### src/dplc_note_end.sv
// Holds no logic
`default_nettype none
`default_nettype wire

### src/dplc_pkg.sv
// Package for the decoder pin and loop configuration register bank
`default_nettype none
package dplc_pkg;

  // Register index space and APB framing
  localparam int unsigned      IDX_W       = 4;           // Printed register address width
  localparam int unsigned      APB_AW      = 8;           // Byte address width seen by the slave
  localparam int unsigned      DATA_W      = 32;          // APB data width
  localparam int unsigned      REG_W       = 4;           // Stored register width
  localparam int unsigned      BYTE_SHIFT  = 2;           // Byte address is four times the index

  // Main decoder register indices held here
  localparam logic [IDX_W-1:0] IDX_LOOP    = 4'h8;        // pll_loop_filter_bandwidth
  localparam logic [IDX_W-1:0] IDX_OFFMUTE = 4'hc;        // versatile_pins_offtrack_mute
  localparam logic [IDX_W-1:0] IDX_MOTSUB  = 4'hd;        // versatile_pins_motor_subcode
  localparam logic [IDX_W-1:0] IDX_AUDIO   = 4'he;        // audio_lock_brake_config
  localparam logic [IDX_W-1:0] IDX_SUBSHD  = 4'hf;        // subcode_and_shadow_enable
  // Shadow register indices held here
  localparam logic [IDX_W-1:0] IDX_SHCLK   = 4'h3;        // shadow_clock_pin_control
  // Pin status word, outside both index spaces
  localparam logic [APB_AW-1:0] ADDR_STATUS = 8'h40;      // Always decoded

  // Reset values
  localparam logic [REG_W-1:0] RST_LOOP    = 4'h9;
  localparam logic [REG_W-1:0] RST_OFFMUTE = 4'h2;
  localparam logic [REG_W-1:0] RST_MOTSUB  = 4'hf;
  localparam logic [REG_W-1:0] RST_AUDIO   = 4'h4;
  localparam logic [REG_W-1:0] RST_SUBSHD  = 4'h0;
  localparam logic [REG_W-1:0] RST_SHCLK   = 4'h0;

  // Field positions
  localparam int unsigned      B_OFF_EXT   = 0;           // Off-track from versatile_pin_one
  localparam int unsigned      B_MUTE_ONE  = 1;           // Single combined mute output
  localparam int unsigned      B_PIN3_LVL  = 2;           // Level of versatile_pin_three
  localparam int unsigned      B_LOCK      = 1;           // Lock-to-disc enable
  localparam int unsigned      B_BRAKE6    = 0;           // Six percent braking
  localparam int unsigned      B_SHADOW    = 0;           // shadow_space_select
  localparam int unsigned      B_SUB_ON    = 2;           // Subcode interface on
  localparam int unsigned      B_SUB_3W    = 3;           // Three-wire subcode format
  localparam int unsigned      B_CLK_SEL   = 0;           // eleven_unit_clock on shared output
  localparam int unsigned      B_CLK_HIZ   = 1;           // shared_clock_output high impedance
  localparam int unsigned      B_C16_HIZ   = 2;           // sixteen_unit_clock_output high impedance
  localparam int unsigned      B_PIN23_OUT = 3;           // Shared pin as open-drain output
  localparam int unsigned      ST_PIN1     = 0;           // Status: filtered versatile_pin_one
  localparam int unsigned      ST_PIN2     = 1;           // Status: filtered versatile_pin_two
  localparam int unsigned      ST_SHADOW   = 2;           // Status: shadow space active

  // Two-bit pin selector and audio codes, four-bit motor mode code
  localparam logic [1:0]       SEL_STREAM  = 2'h1;        // Pin carries a data stream
  localparam logic [1:0]       SEL_LOW     = 2'h2;        // Pin held low
  localparam logic [1:0]       SEL_HIGH    = 2'h3;        // Pin held high
  localparam logic [1:0]       AUD_ON      = 2'h1;        // Audio features enabled
  localparam logic [REG_W-1:0] MOTOR4_CODE = 4'h0;        // Four-line motor drive

  // APB request and answer carriers
  typedef struct packed {
    logic              psel;
    logic              penable;
    logic              pwrite;
    logic [APB_AW-1:0] paddr;
    logic [DATA_W-1:0] pwdata;
  } dplc_apb_req_t;

  typedef struct packed {
    logic              pready;
    logic              pslverr;
    logic [DATA_W-1:0] prdata;
  } dplc_apb_rsp_t;

  // Filter state of one pin synchroniser
  typedef enum logic [1:0] {
    DPLC_SYNC_LOW  = 2'b00,
    DPLC_SYNC_HIGH = 2'b01
  } dplc_level_t;

endpackage
`default_nettype wire

### src/dplc_config_regs.sv
// Pin multiplexing, loop filter and shadow clock-pin configuration register bank
//
// Behaviour
// - Bit0 of C set: off-track from pin one
// - Bit0 clear: internal off-track, pin one readable
// - C bit1 clear: left mute out, right on three
// - Codes 010/110: combined mute, pin three low/high
// - D equal 0000: four-line motor on four, five
// - D bits1..0 steer pin four
// - D bits3..2 steer pin five, de-emphasis bypass
// - Shadow select clear: main register decode
// - Shadow select set: later addresses hit shadow, except index F
// - Register 8 holds loop filter code
// - Shadow 3 bit0 picks shared clock source
// - Shadow 3 bit1 floats shared clock pin
// - Shadow 3 bit2 floats sixteen-unit clock pin
// - Shadow 3 bit3 makes shared pin open-drain
// - All fields take reset values at reset
//
// The implementer's own choice: the APB interface to the registers.
`default_nettype none
module dplc_config_regs
  import dplc_pkg::*;
(
  input  wire logic                clk,                   // 125 MHz system clock
  input  wire logic                rst,                   // Synchronous, active high
  input  wire dplc_apb_req_t       apbReq,                // APB request from master
  output dplc_apb_rsp_t            apbRsp,                // APB answer
  input  wire logic                versatilePinOne,       // Pin one level, asynchronous
  input  wire logic                versatilePinTwoIn,     // Shared two/three pin level, asynchronous
  output logic                     versatilePinThreeOut,  // Shared pin driven value
  output logic                     versatilePinThreeOe,   // Shared pin drive enable
  output logic                     versatilePinFour,      // Pin four value
  output logic                     versatilePinFive,      // Pin five value
  input  wire logic                offTrackInternal,      // Internally generated off-track
  output logic                     offTrack,              // Off-track used by the servo
  input  wire logic                muteLeft,              // Left-channel mute flag
  input  wire logic                muteRight,             // Right-channel mute flag
  input  wire logic                muteBoth,              // Combined mute flag
  output logic                     muteOut,               // Mute output pin
  input  wire logic                motorLineA,            // Extra motor drive line A
  input  wire logic                motorLineB,            // Extra motor drive line B
  input  wire logic                subcodeStream,         // Q-to-W subcode stream
  input  wire logic                deemphasisFlag,        // De-emphasis indication
  output logic                     deemphasisBypass,      // Internal de-emphasis filter off
  output logic                     motorFourLine,         // Four-line motor mode active
  output logic                     audioFeaturesOn,       // Audio features enabled
  output logic                     lockToDisc,            // Lock-to-disc mode enabled
  output logic                     brakeSixPercent,       // Braking at six percent
  output logic                     subcodeOn,             // Subcode interface enabled
  output logic                     subcodeThreeWire,      // Three-wire subcode format
  output logic [1:0]               loopBandwidthSel,      // Loop bandwidth selector
  output logic [1:0]               internalBandScale,     // Internal bandwidth scale
  input  wire logic                quarterRateClock,      // Quarter-rate clock source
  input  wire logic                elevenUnitClock,       // Eleven-unit clock source
  input  wire logic                sixteenUnitClock,      // Sixteen-unit clock source
  output logic                     sharedClockOut,        // shared_clock_output value
  output logic                     sharedClockOe,         // shared_clock_output drive enable
  output logic                     sixteenUnitClockOut,   // sixteen_unit_clock_output value
  output logic                     sixteenUnitClockOe     // sixteen_unit_clock_output drive enable
);

  // Index of an aligned word address
  function automatic logic [IDX_W-1:0] addrIndex(input logic [APB_AW-1:0] a);
    addrIndex = a[BYTE_SHIFT +: IDX_W];
  endfunction

  // True when the address is word aligned and in the 4-bit index space
  function automatic logic inIndexSpace(input logic [APB_AW-1:0] a);
    inIndexSpace = (a[BYTE_SHIFT-1:0] == '0) && (a[APB_AW-1:BYTE_SHIFT+IDX_W] == '0);
  endfunction

  // Glitch filter step: follow once second and third stage agree
  function automatic dplc_level_t filterStep(input dplc_level_t cur, input logic s2, input logic s3);
    // Disagreeing stages hold the old level
    if (s2 == s3) begin
      filterStep = s3 ? DPLC_SYNC_HIGH : DPLC_SYNC_LOW;
    end else begin
      filterStep = cur;
    end
  endfunction

  // Stored registers
  logic [REG_W-1:0] loopReg_q,    loopReg_d;             // pll_loop_filter_bandwidth
  logic [REG_W-1:0] offMuteReg_q, offMuteReg_d;          // versatile_pins_offtrack_mute
  logic [REG_W-1:0] motSubReg_q,  motSubReg_d;           // versatile_pins_motor_subcode
  logic [REG_W-1:0] audioReg_q,   audioReg_d;            // audio_lock_brake_config
  logic [REG_W-1:0] subShdReg_q,  subShdReg_d;           // subcode_and_shadow_enable

  // Shadow space
  logic [REG_W-1:0] shClkReg_q,   shClkReg_d;            // shadow_clock_pin_control

  // Pin synchronisers, three stages each
  logic             pinOneS1_q, pinOneS2_q, pinOneS3_q;  // Pin one chain
  logic             pinTwoS1_q, pinTwoS2_q, pinTwoS3_q;  // Shared pin chain

  dplc_level_t      pinOneLvl_q, pinOneLvl_d;            // Filtered pin one
  dplc_level_t      pinTwoLvl_q, pinTwoLvl_d;            // Filtered shared pin

  // Bus decode
  logic             access;                               // Access phase of a transfer
  logic             wrStrobe;                             // Write takes effect this edge
  logic             shadowActive;                         // Shadow space selected
  logic [IDX_W-1:0] idx;                                  // Register index of address
  logic             isStatus;                             // Status word addressed
  logic             hitLoop, hitOffMute, hitMotSub, hitAudio, hitSubShd, hitShClk;
  logic             mapped;                               // Any register addressed
  logic [REG_W-1:0] wrData;                               // Low nibble of write data

  logic [DATA_W-1:0] rdData;                              // Read mux result

  // Address decode against the active index space
  always_comb begin
    access       = apbReq.psel && apbReq.penable;
    shadowActive = subShdReg_q[B_SHADOW];
    idx          = addrIndex(apbReq.paddr);
    isStatus     = (apbReq.paddr == ADDR_STATUS);
    wrData       = apbReq.pwdata[REG_W-1:0];

    // No word is hit by default
    hitLoop      = 1'b0;
    hitOffMute   = 1'b0;
    hitMotSub    = 1'b0;
    hitAudio     = 1'b0;
    hitSubShd    = 1'b0;
    hitShClk     = 1'b0;

    // Misaligned words stay unmapped
    if (inIndexSpace(apbReq.paddr)) begin
      if (!shadowActive) begin
        hitLoop    = (idx == IDX_LOOP);
        hitOffMute = (idx == IDX_OFFMUTE);
        hitMotSub  = (idx == IDX_MOTSUB);
        hitAudio   = (idx == IDX_AUDIO);
        hitSubShd  = (idx == IDX_SUBSHD);
      end else begin
        hitShClk   = (idx == IDX_SHCLK);

        // Index F stays reachable so software can leave the shadow space
        hitSubShd  = (idx == IDX_SUBSHD);
      end
    end

    mapped   = hitLoop || hitOffMute || hitMotSub || hitAudio
               || hitSubShd || hitShClk || isStatus;
    // Unmapped writes are dropped
    wrStrobe = access && apbReq.pwrite && mapped;
  end

  // Register next values; status word is read-only
  always_comb begin
    loopReg_d    = loopReg_q;
    offMuteReg_d = offMuteReg_q;
    motSubReg_d  = motSubReg_q;
    audioReg_d   = audioReg_q;
    subShdReg_d  = subShdReg_q;
    shClkReg_d   = shClkReg_q;

    if (rst) begin
      // Reset wins over a same-cycle write
      loopReg_d    = RST_LOOP;
      offMuteReg_d = RST_OFFMUTE;
      motSubReg_d  = RST_MOTSUB;
      audioReg_d   = RST_AUDIO;
      subShdReg_d  = RST_SUBSHD;
      shClkReg_d   = RST_SHCLK;
    end else if (wrStrobe) begin
      if (hitLoop) begin
        loopReg_d = wrData;
      end

      if (hitOffMute) begin
        offMuteReg_d = wrData;
      end

      if (hitMotSub) begin
        motSubReg_d = wrData;
      end

      if (hitAudio) begin
        audioReg_d = wrData;
      end

      if (hitSubShd) begin
        subShdReg_d = wrData;
      end

      if (hitShClk) begin
        shClkReg_d = wrData;
      end
    end
  end

  // Register storage
  // Reset values arrive through the _d logic
  always_ff @(posedge clk) begin
    loopReg_q    <= loopReg_d;
    offMuteReg_q <= offMuteReg_d;
    motSubReg_q  <= motSubReg_d;
    audioReg_q   <= audioReg_d;
    subShdReg_q  <= subShdReg_d;

    shClkReg_q   <= shClkReg_d;
  end

  // Filter next values; reset assumes a low pin
  always_comb begin
    if (rst) begin
      pinOneLvl_d = DPLC_SYNC_LOW;
      pinTwoLvl_d = DPLC_SYNC_LOW;
    end else begin
      // Follow the chain once it settles
      pinOneLvl_d = filterStep(pinOneLvl_q, pinOneS2_q, pinOneS3_q);
      pinTwoLvl_d = filterStep(pinTwoLvl_q, pinTwoS2_q, pinTwoS3_q);
    end
  end

  // Synchroniser chains; first stage feeds only the second
  always_ff @(posedge clk) begin
    pinOneS1_q  <= versatilePinOne;
    pinOneS2_q  <= pinOneS1_q;
    pinOneS3_q  <= pinOneS2_q;

    pinTwoS1_q  <= versatilePinTwoIn;
    pinTwoS2_q  <= pinTwoS1_q;
    pinTwoS3_q  <= pinTwoS2_q;
  end

  // Filtered levels
  always_ff @(posedge clk) begin
    pinOneLvl_q <= pinOneLvl_d;
    pinTwoLvl_q <= pinTwoLvl_d;
  end

  // Read mux; unmapped words read zero
  always_comb begin
    rdData = '0;

    if (isStatus) begin
      rdData[ST_PIN1]   = (pinOneLvl_q == DPLC_SYNC_HIGH);
      rdData[ST_PIN2]   = (pinTwoLvl_q == DPLC_SYNC_HIGH);
      rdData[ST_SHADOW] = shadowActive;
    end else if (hitLoop) begin
      rdData[REG_W-1:0] = loopReg_q;
    end else if (hitOffMute) begin
      rdData[REG_W-1:0] = offMuteReg_q;
    end else if (hitMotSub) begin
      rdData[REG_W-1:0] = motSubReg_q;
    end else if (hitAudio) begin
      rdData[REG_W-1:0] = audioReg_q;
    end else if (hitSubShd) begin
      rdData[REG_W-1:0] = subShdReg_q;
    end else if (hitShClk) begin
      rdData[REG_W-1:0] = shClkReg_q;
    end
  end

  // Zero-wait answer; error flags only the unmapped access phase
  always_comb begin
    // Never stretches the access phase
    apbRsp.pready  = 1'b1;
    apbRsp.pslverr = access && !mapped;

    apbRsp.prdata  = rdData;
  end

  // Off-track source and mute routing
  always_comb begin
    if (offMuteReg_q[B_OFF_EXT]) begin
      offTrack = (pinOneLvl_q == DPLC_SYNC_HIGH);
    end else begin
      offTrack = offTrackInternal;
    end

    // Bit 3 of this word is unused
    if (!offMuteReg_q[B_MUTE_ONE]) begin
      muteOut              = muteLeft;
      versatilePinThreeOut = muteRight;
    end else begin
      muteOut              = muteBoth;
      versatilePinThreeOut = offMuteReg_q[B_PIN3_LVL];
    end
  end

  // Shared two/three pin: input unless open-drain output chosen
  always_comb begin
    // Open drain only pulls low; a high level is left to the pull-up
    versatilePinThreeOe = shClkReg_q[B_PIN23_OUT] && !versatilePinThreeOut;
  end

  // Pins four and five, motor and de-emphasis
  always_comb begin
    motorFourLine    = (motSubReg_q == MOTOR4_CODE);

    deemphasisBypass = 1'b0;

    if (motorFourLine) begin
      versatilePinFour = motorLineA;
      versatilePinFive = motorLineB;
    end else begin
      unique case (motSubReg_q[1:0])
        SEL_STREAM: versatilePinFour = subcodeStream;
        SEL_LOW:    versatilePinFour = 1'b0;
        SEL_HIGH:   versatilePinFour = 1'b1;
        default:    versatilePinFour = 1'b0;              // Code 00 outside motor mode
      endcase

      unique case (motSubReg_q[3:2])
        SEL_STREAM: begin
          versatilePinFive = deemphasisFlag;
          deemphasisBypass = 1'b1;
        end
        SEL_LOW:    versatilePinFive = 1'b0;
        SEL_HIGH:   versatilePinFive = 1'b1;
        default:    versatilePinFive = 1'b0;              // Code 00 outside motor mode
      endcase
    end
  end

  // Plain configuration outputs
  always_comb begin
    audioFeaturesOn   = (audioReg_q[3:2] == AUD_ON);
    lockToDisc        = audioReg_q[B_LOCK];
    brakeSixPercent   = audioReg_q[B_BRAKE6];

    subcodeOn         = subShdReg_q[B_SUB_ON];
    subcodeThreeWire  = subShdReg_q[B_SUB_3W];

    loopBandwidthSel  = loopReg_q[1:0];
    internalBandScale = loopReg_q[3:2];
  end

  // Clock pins; clocks are passed through a plain mux, not retimed
  always_comb begin
    sharedClockOut      = shClkReg_q[B_CLK_SEL] ? elevenUnitClock
                                                : quarterRateClock;
    sharedClockOe       = !shClkReg_q[B_CLK_HIZ];

    // Sixteen-unit clock passes straight through
    sixteenUnitClockOut = sixteenUnitClock;
    sixteenUnitClockOe  = !shClkReg_q[B_C16_HIZ];
  end

endmodule
`default_nettype wire

### config.mk
export PLATFORM = sky130hd
export DESIGN_NAME = dplc_config_regs
export DESIGN_NICKNAME = d
export VERILOG_FILES = /design/src/dplc_note_end.sv /design/src/dplc_pkg.sv /design/src/dplc_config_regs.sv
export SDC_FILE = /design/constraint.sdc
export NUM_CORES = 1
export LEC_CHECK = 0
export BUFFER_PORTS_ARGS = -buffer_cell sky130_fd_sc_hd__buf_2
export CAP_MARGIN = 10
export CORE_MARGIN = 4
export CORE_UTILIZATION = 44
export CTS_CLUSTER_SIZE = 25
export DETAILED_ROUTE_END_ITERATION = 8
export GPL_ROUTABILITY_DRIVEN = 0
export GPL_TIMING_DRIVEN = 1
export PLACE_DENSITY = 0.8
export SLEW_MARGIN = 10
export SYNTH_ARGS = -nofsm -noshare
export SYNTH_HDL_FRONTEND = slang
export SYNTH_SLANG_ARGS = --single-unit
export TNS_END_PERCENT = 20
### constraint.sdc
create_clock -name clk -period 2.5 [get_ports clk]
set_clock_uncertainty 0.1 [all_clocks]
set_input_delay 0.375 -clock clk [delete_from_list [all_inputs] [get_ports clk]]
set_output_delay 0.375 -clock clk [all_outputs]
set_load 0.01 [all_outputs]
==> results of run 1 <==
where the power goes:
| part | switching (mW) | leakage [nW] | total [mW] | internal (mW) |
|---|---|---|---|---|
| Sequential | 0.00466 | 0.261 | 0.522 | 0.517 |
| Clock | 0.177 | 0.0455 | 0.401 | 0.224 |
| Combinational | 0.0842 | 0.673 | 0.131 | 0.0470 |
metal layers:
metal / GRT usage / vias up / part of all wire
li1: - / 848 / -
met4: 0.0791 / 0 / 0.026
met5: 0 / - / 0
met3: 0.0441 / 12 / 0.083
met2: 0.299 / 74 / 0.46
met1: 0.225 / 842 / 0.43
cell usage after synthesis, types with 2 or more instances:
cell type and number:
a2111oi_0 2, a211o_1 8, a211oi_1 2, a21oi_1 4
a31oi_1 3, buf_2 2, buf_4 30, clkbuf_1 10
conb_1 2, dfxtp_1 32, inv_1 6, mux2_2 4
mux2i_1 19, nand2_1 10, nand2b_1 3, nand3_1 2
nand3b_1 2, nor2_1 21, nor2b_1 11, nor3_1 3
nor4_1 3, nor4_2 2, nor4_4 4, o21ai_0 5
o2bb2ai_1 3, or2_1 2, or3_1 3, or3b_1 2
or4_1 3
registers in the layout, summed over array words and instances, names as in the netlist, 4 cells and up:
name and flops:
offMuteReg_q 4, subShdReg_q 4, audioReg_q 4, shClkReg_q 4
loopReg_q 4, motSubReg_q 4
cell families after synthesis:
logic type	count (synthesis)	synth area share
multiplexers	23	0.120
other	2	0.00384
buffers and inverters	48	0.151
flip-flops	32	0.328
AND/OR/NAND/NOR	77	0.253
AO/OA/AOI/OAI	37	0.144
critical path: stages:
cell     delay, ns
buf_2         0.10
or4_4         0.59
or4_1         0.49
o32ai_1       0.18
a21oi_1       0.09
buf_2         0.16
final cells by class:
class	count	area, um2
Sequential cell	32	641
Multi-Input combinational cell	166	1160
Fill cell	372	1790
Clock buffer	8	90.1
Tap cell	50	62.6
Inverter	6	22.5
Timing Repair Buffer	66	379
worst max-delay path by stage:
stage / startpoint / depth (start not counted) / end
4_1_cts: apbReq[39] / 7 / apbRsp[0]
2_1_floorplan: apbReq[39] / 5 / apbRsp[0]
3_5_place_dp: apbReq[35] / 6 / apbRsp[0]
6_report: apbReq[32] / 6 / apbRsp[1]
5_1_grt: apbReq[32] / 6 / apbRsp[0]
3_3_place_gp: apbReq[35] / 6 / apbRsp[1]
timing repair:
action	4_1_cts	5_1_grt
cloned	0	0
setup endpoints to repair	4	4
gates resized for setup	3	7
pin swaps	0	3
==> flow_summary.ini, run 1 <==
[power]
power_mw = 1.05
p_per_area_nw_per_um2 = 448
p_leak_nw = 0.979
worst_ir_drop_vdd_mv = 0.393

[critical_path]
cp.required_ns = 2.03
r2r-start = subShdReg_q[0]$_SDFFE_PP0P_
path_max_fanout = 6
worstSetupEndpointType = output port
crit_arrival_ns = 1.99
crit_type = in -> out
r2r_end = loopReg_q[0]$_SDFFE_PP1P_
startpoint_type = input port
r2r_slack_ns = 0.54
worst_r2r_path_depth = 4

[clocking]
path_clk_slew_ns = 0.06
max-clock-path-buffers = 2
cts_tree = yes
clk_latency_ns = 0.28
clock-sinks = 32
cts_root_buf = clkbuf_8
postCtsSetupBuffers = 0
cts_buffers = 5
cts_hold_buffers = 0
htree_levels = 2

[sta]
fin_hold_ws_ns = 0.0917
fin_setup_tns_ns = 0
hold_viol_final = 0
min_period_over_period = 0.985
fmax_ghz = 0.406
worst_slack_ns = 0.0364
rsz0062_at_grt = no
setup_viol = 0
slew_violations = 0
min_period_ns = 2.46

[floorplan]
fp.dieW_um = 74.6
dieArea_um2 = 5570
row_count = 23
start_util = 0.472
die_h_um = 74.6
io_pins = 113
core-area_um2 = 4140

[grt]
grt_overflow_total = 0
grt_pass1_vias = 1644
grt_start_max_net_pins = 27
grt_usage = 0.181
antenna_found_initial = 0
grt_pass1_wl_um = 7580

[logic_synthesis]
yosys.area.top_type = dfxtp_1
synth-seq-area-share = 0.328
ys_ff_latch = 32
synth_edf_count = 0
yosysWarningCount = 0
avgSynthCellArea_um2 = 8.92
synth_flop_cell = dfxtp_1
ys_top_cells_by_area = dfxtp_1 33%, buf_4 12%, mux2i_1 9.7%, nor4_4 4.4%, nor2_1 4.0%
syn_inst = 219
async_reset_ff_frac = 0
syn-cell-area_um2 = 1950
ys_types = 45
yosysTopAreaCellShare = 0.328

[cells_and_area]
drive_above_1_share = 0.327
final_common_cell = buf_2
utilization = 0.568
layout_common_cells = 53 x buf_2, 32 x dfxtp_1, 29 x conb_1
final_nets = 335
diodes = 0
syn_to_final_growth_pct = 20.4
fin_area_um2 = 2350
instances_no_fill = 328

[route]
wl_per_cell_um = 15.2
drt_iter0_markers = 86
via_per_inst = 5.41
ant_nets = 0
drc = 0
routed_wirelength_um = 5000
first_pass_iters = 4
vias = 1776

[placement]
port_buffers = 53
preCtsSetupSlack_ns = -0.0343
hpwl_um = 3710
placed_cell_area_um2 = 2220
dp.cells = 320

[worst_hold_path]
hold_depth = 1
hold_start = versatilePinTwoIn
hp-class = in -> reg
min_to = pinTwoS1_q$_DFF_P_

[job]
drv_cap = 0

[outcome]
status = completed
Power figures use the tool's default switching activity.
==> inputs of run 2 (changes only) <==
--- a/config.mk
+++ b/config.mk
@@ -14,6 +14,7 @@
 export GPL_ROUTABILITY_DRIVEN = 0
 export GPL_TIMING_DRIVEN = 1
 export PLACE_DENSITY = 0.8
+export REMOVE_ABC_BUFFERS = 1
 export SLEW_MARGIN = 10
 export SYNTH_ARGS = -nofsm -noshare
 export SYNTH_HDL_FRONTEND = slang
==> flow_summary.ini, run 2 (same netlist as run 1, synthesis figures left out) <==
[cells_and_area]
diodes = 0
utilization = 0.572
register_area_um2 = 641
final_common_cell = buf_2
syn_to_final_growth_pct = 21.4
final_nets = 335
instances_no_fill = 328
fillers = 383
layout_common_cells = 53 x buf_2, 32 x dfxtp_1, 29 x conb_1
fin_area_um2 = 2370
multi_input_area_um2 = 1180
drive_above_1_share = 0.342

[sta]
min_period_ns = 2.47
worst_slack_ns = 0.0285
fin_hold_ws_ns = 0.0860
rsz0062_at_grt = yes
fmax_ghz = 0.405
slew_violations = 0
setup_viol = 0
hold_viol_final = 0
fin_setup_tns_ns = 0
min_period_over_period = 0.989

[route]
drt_iter0_markers = 137
first_pass_iters = 4
via_per_inst = 5.34
drc = 0
ant_nets = 0
wl_per_cell_um = 15.0
routed_wirelength_um = 4930
vias = 1753

[placement]
preCtsSetupSlack_ns = -0.0347
port_buffers = 53
placed_cell_area_um2 = 2200
dp.cells = 319
hpwl_um = 3650

[clocking]
cts_root_buf = clkbuf_8
path_clk_slew_ns = 0.06
cts_tree = yes
clock-sinks = 32
clk_latency_ns = 0.29
cts_buffers = 5
htree_levels = 2
max-clock-path-buffers = 2

[critical_path]
worst_r2r_path_depth = 4
path_max_fanout = 6
crit_type = in -> out
worstSetupEndpointType = output port
cp_slowest_stage_delay_ns = 0.59
cp.required_ns = 2.03
critPathMostFrequentCell = buf_2
crit_arrival_ns = 2.00
crit_chain = buf_2 -> or4_4 -> or4_1 -> o32ai_2 -> a21oi_1 -> buf_2
critPathSlowestCell = or4_4
startpoint_type = input port

[power]
p_leak_nw = 0.985
p_per_area_nw_per_um2 = 477
worst_ir_drop_vdd_mv = 0.379
power_mw = 1.13

[floorplan]
dieArea_um2 = 5570
die_h_um = 74.6
io_pins = 113
fp.dieW_um = 74.6
start_util = 0.472
row_count = 23
core-area_um2 = 4140

[grt]
grt_pass1_wl_um = 7400
grt_overflow_total = 0
grt_start_max_net_pins = 27
grt_pass1_vias = 1519
antenna_found_initial = 0
grt_usage = 0.178

[worst_hold_path]
hold_depth = 1
hp-class = in -> reg

[outcome]
status = completed

[job]
drv_cap = 0
-- run 2: changes by cell type in the layout (fill, tap and decap cells not counted) --
| cell | delta |
|---|---|
| a2111oi_1 | -1 |
| a2111oi_2 | +1 |
| buf_12 | -1 |
| buf_4 | +2 |
| buf_6 | -1 |
| bufinv_16 | +1 |
| clkbuf_1 | -1 |
| clkbuf_8 | -1 |
| clkinv_2 | +1 |
| o32ai_1 | -1 |
| o32ai_2 | +1 |
| or3_1 | -1 |
| or3_4 | +1 |
-- run 2: worst paths after layout --
kind,startpoint,endpoint,slack [ns]
min reg2reg,pinOneS1_q$_DFF_P_,pinOneS2_q$_DFF_P_,0.23
min,versatilePinTwoIn,pinTwoS1_q$_DFF_P_,0.09
max,apbReq[35],apbRsp[1],0.03
max reg2reg,subShdReg_q[0]$_SDFFE_PP0P_,loopReg_q[0]$_SDFFE_PP1P_,0.53
-- run 2: power by group --
part           internal, mW  switching, mW
Combinational        0.0461         0.0851
Sequential            0.517        0.00431
Clock                 0.295          0.185
-- run 2: critical path, delay by kind of cell --
| kind | cells | cell delay (ns) |
|---|---|---|
| compound gates | 2 | 0.26 |
| buf+inv | 2 | 0.28 |
| simple gates | 2 | 1.08 |
-- run 2: timing repair --
action,in CTS,in global routing
hold buffers,0,0
cloned,0,0
endpoints found under the setup margin,4,4
pin swaps,0,3
setup buffers,0,1
resized for setup,4,8
-- run 2: area by class of cell --
type,instances,area share
clock buffer,6,0.0306
clock inverter,2,0.0148
inverter,6,0.00949
multi-input combinational,166,0.496
timing repair buffer,66,0.153
tap,50,0.0264
sequential,32,0.270
-- run 2: layer usage --
layer,up-vias,share of wire,track usage
met5,-,0,0
met4,0,0.016,0.0613
met3,7,0.080,0.0547
met2,81,0.47,0.274
met1,821,0.43,0.237
li1,844,-,-
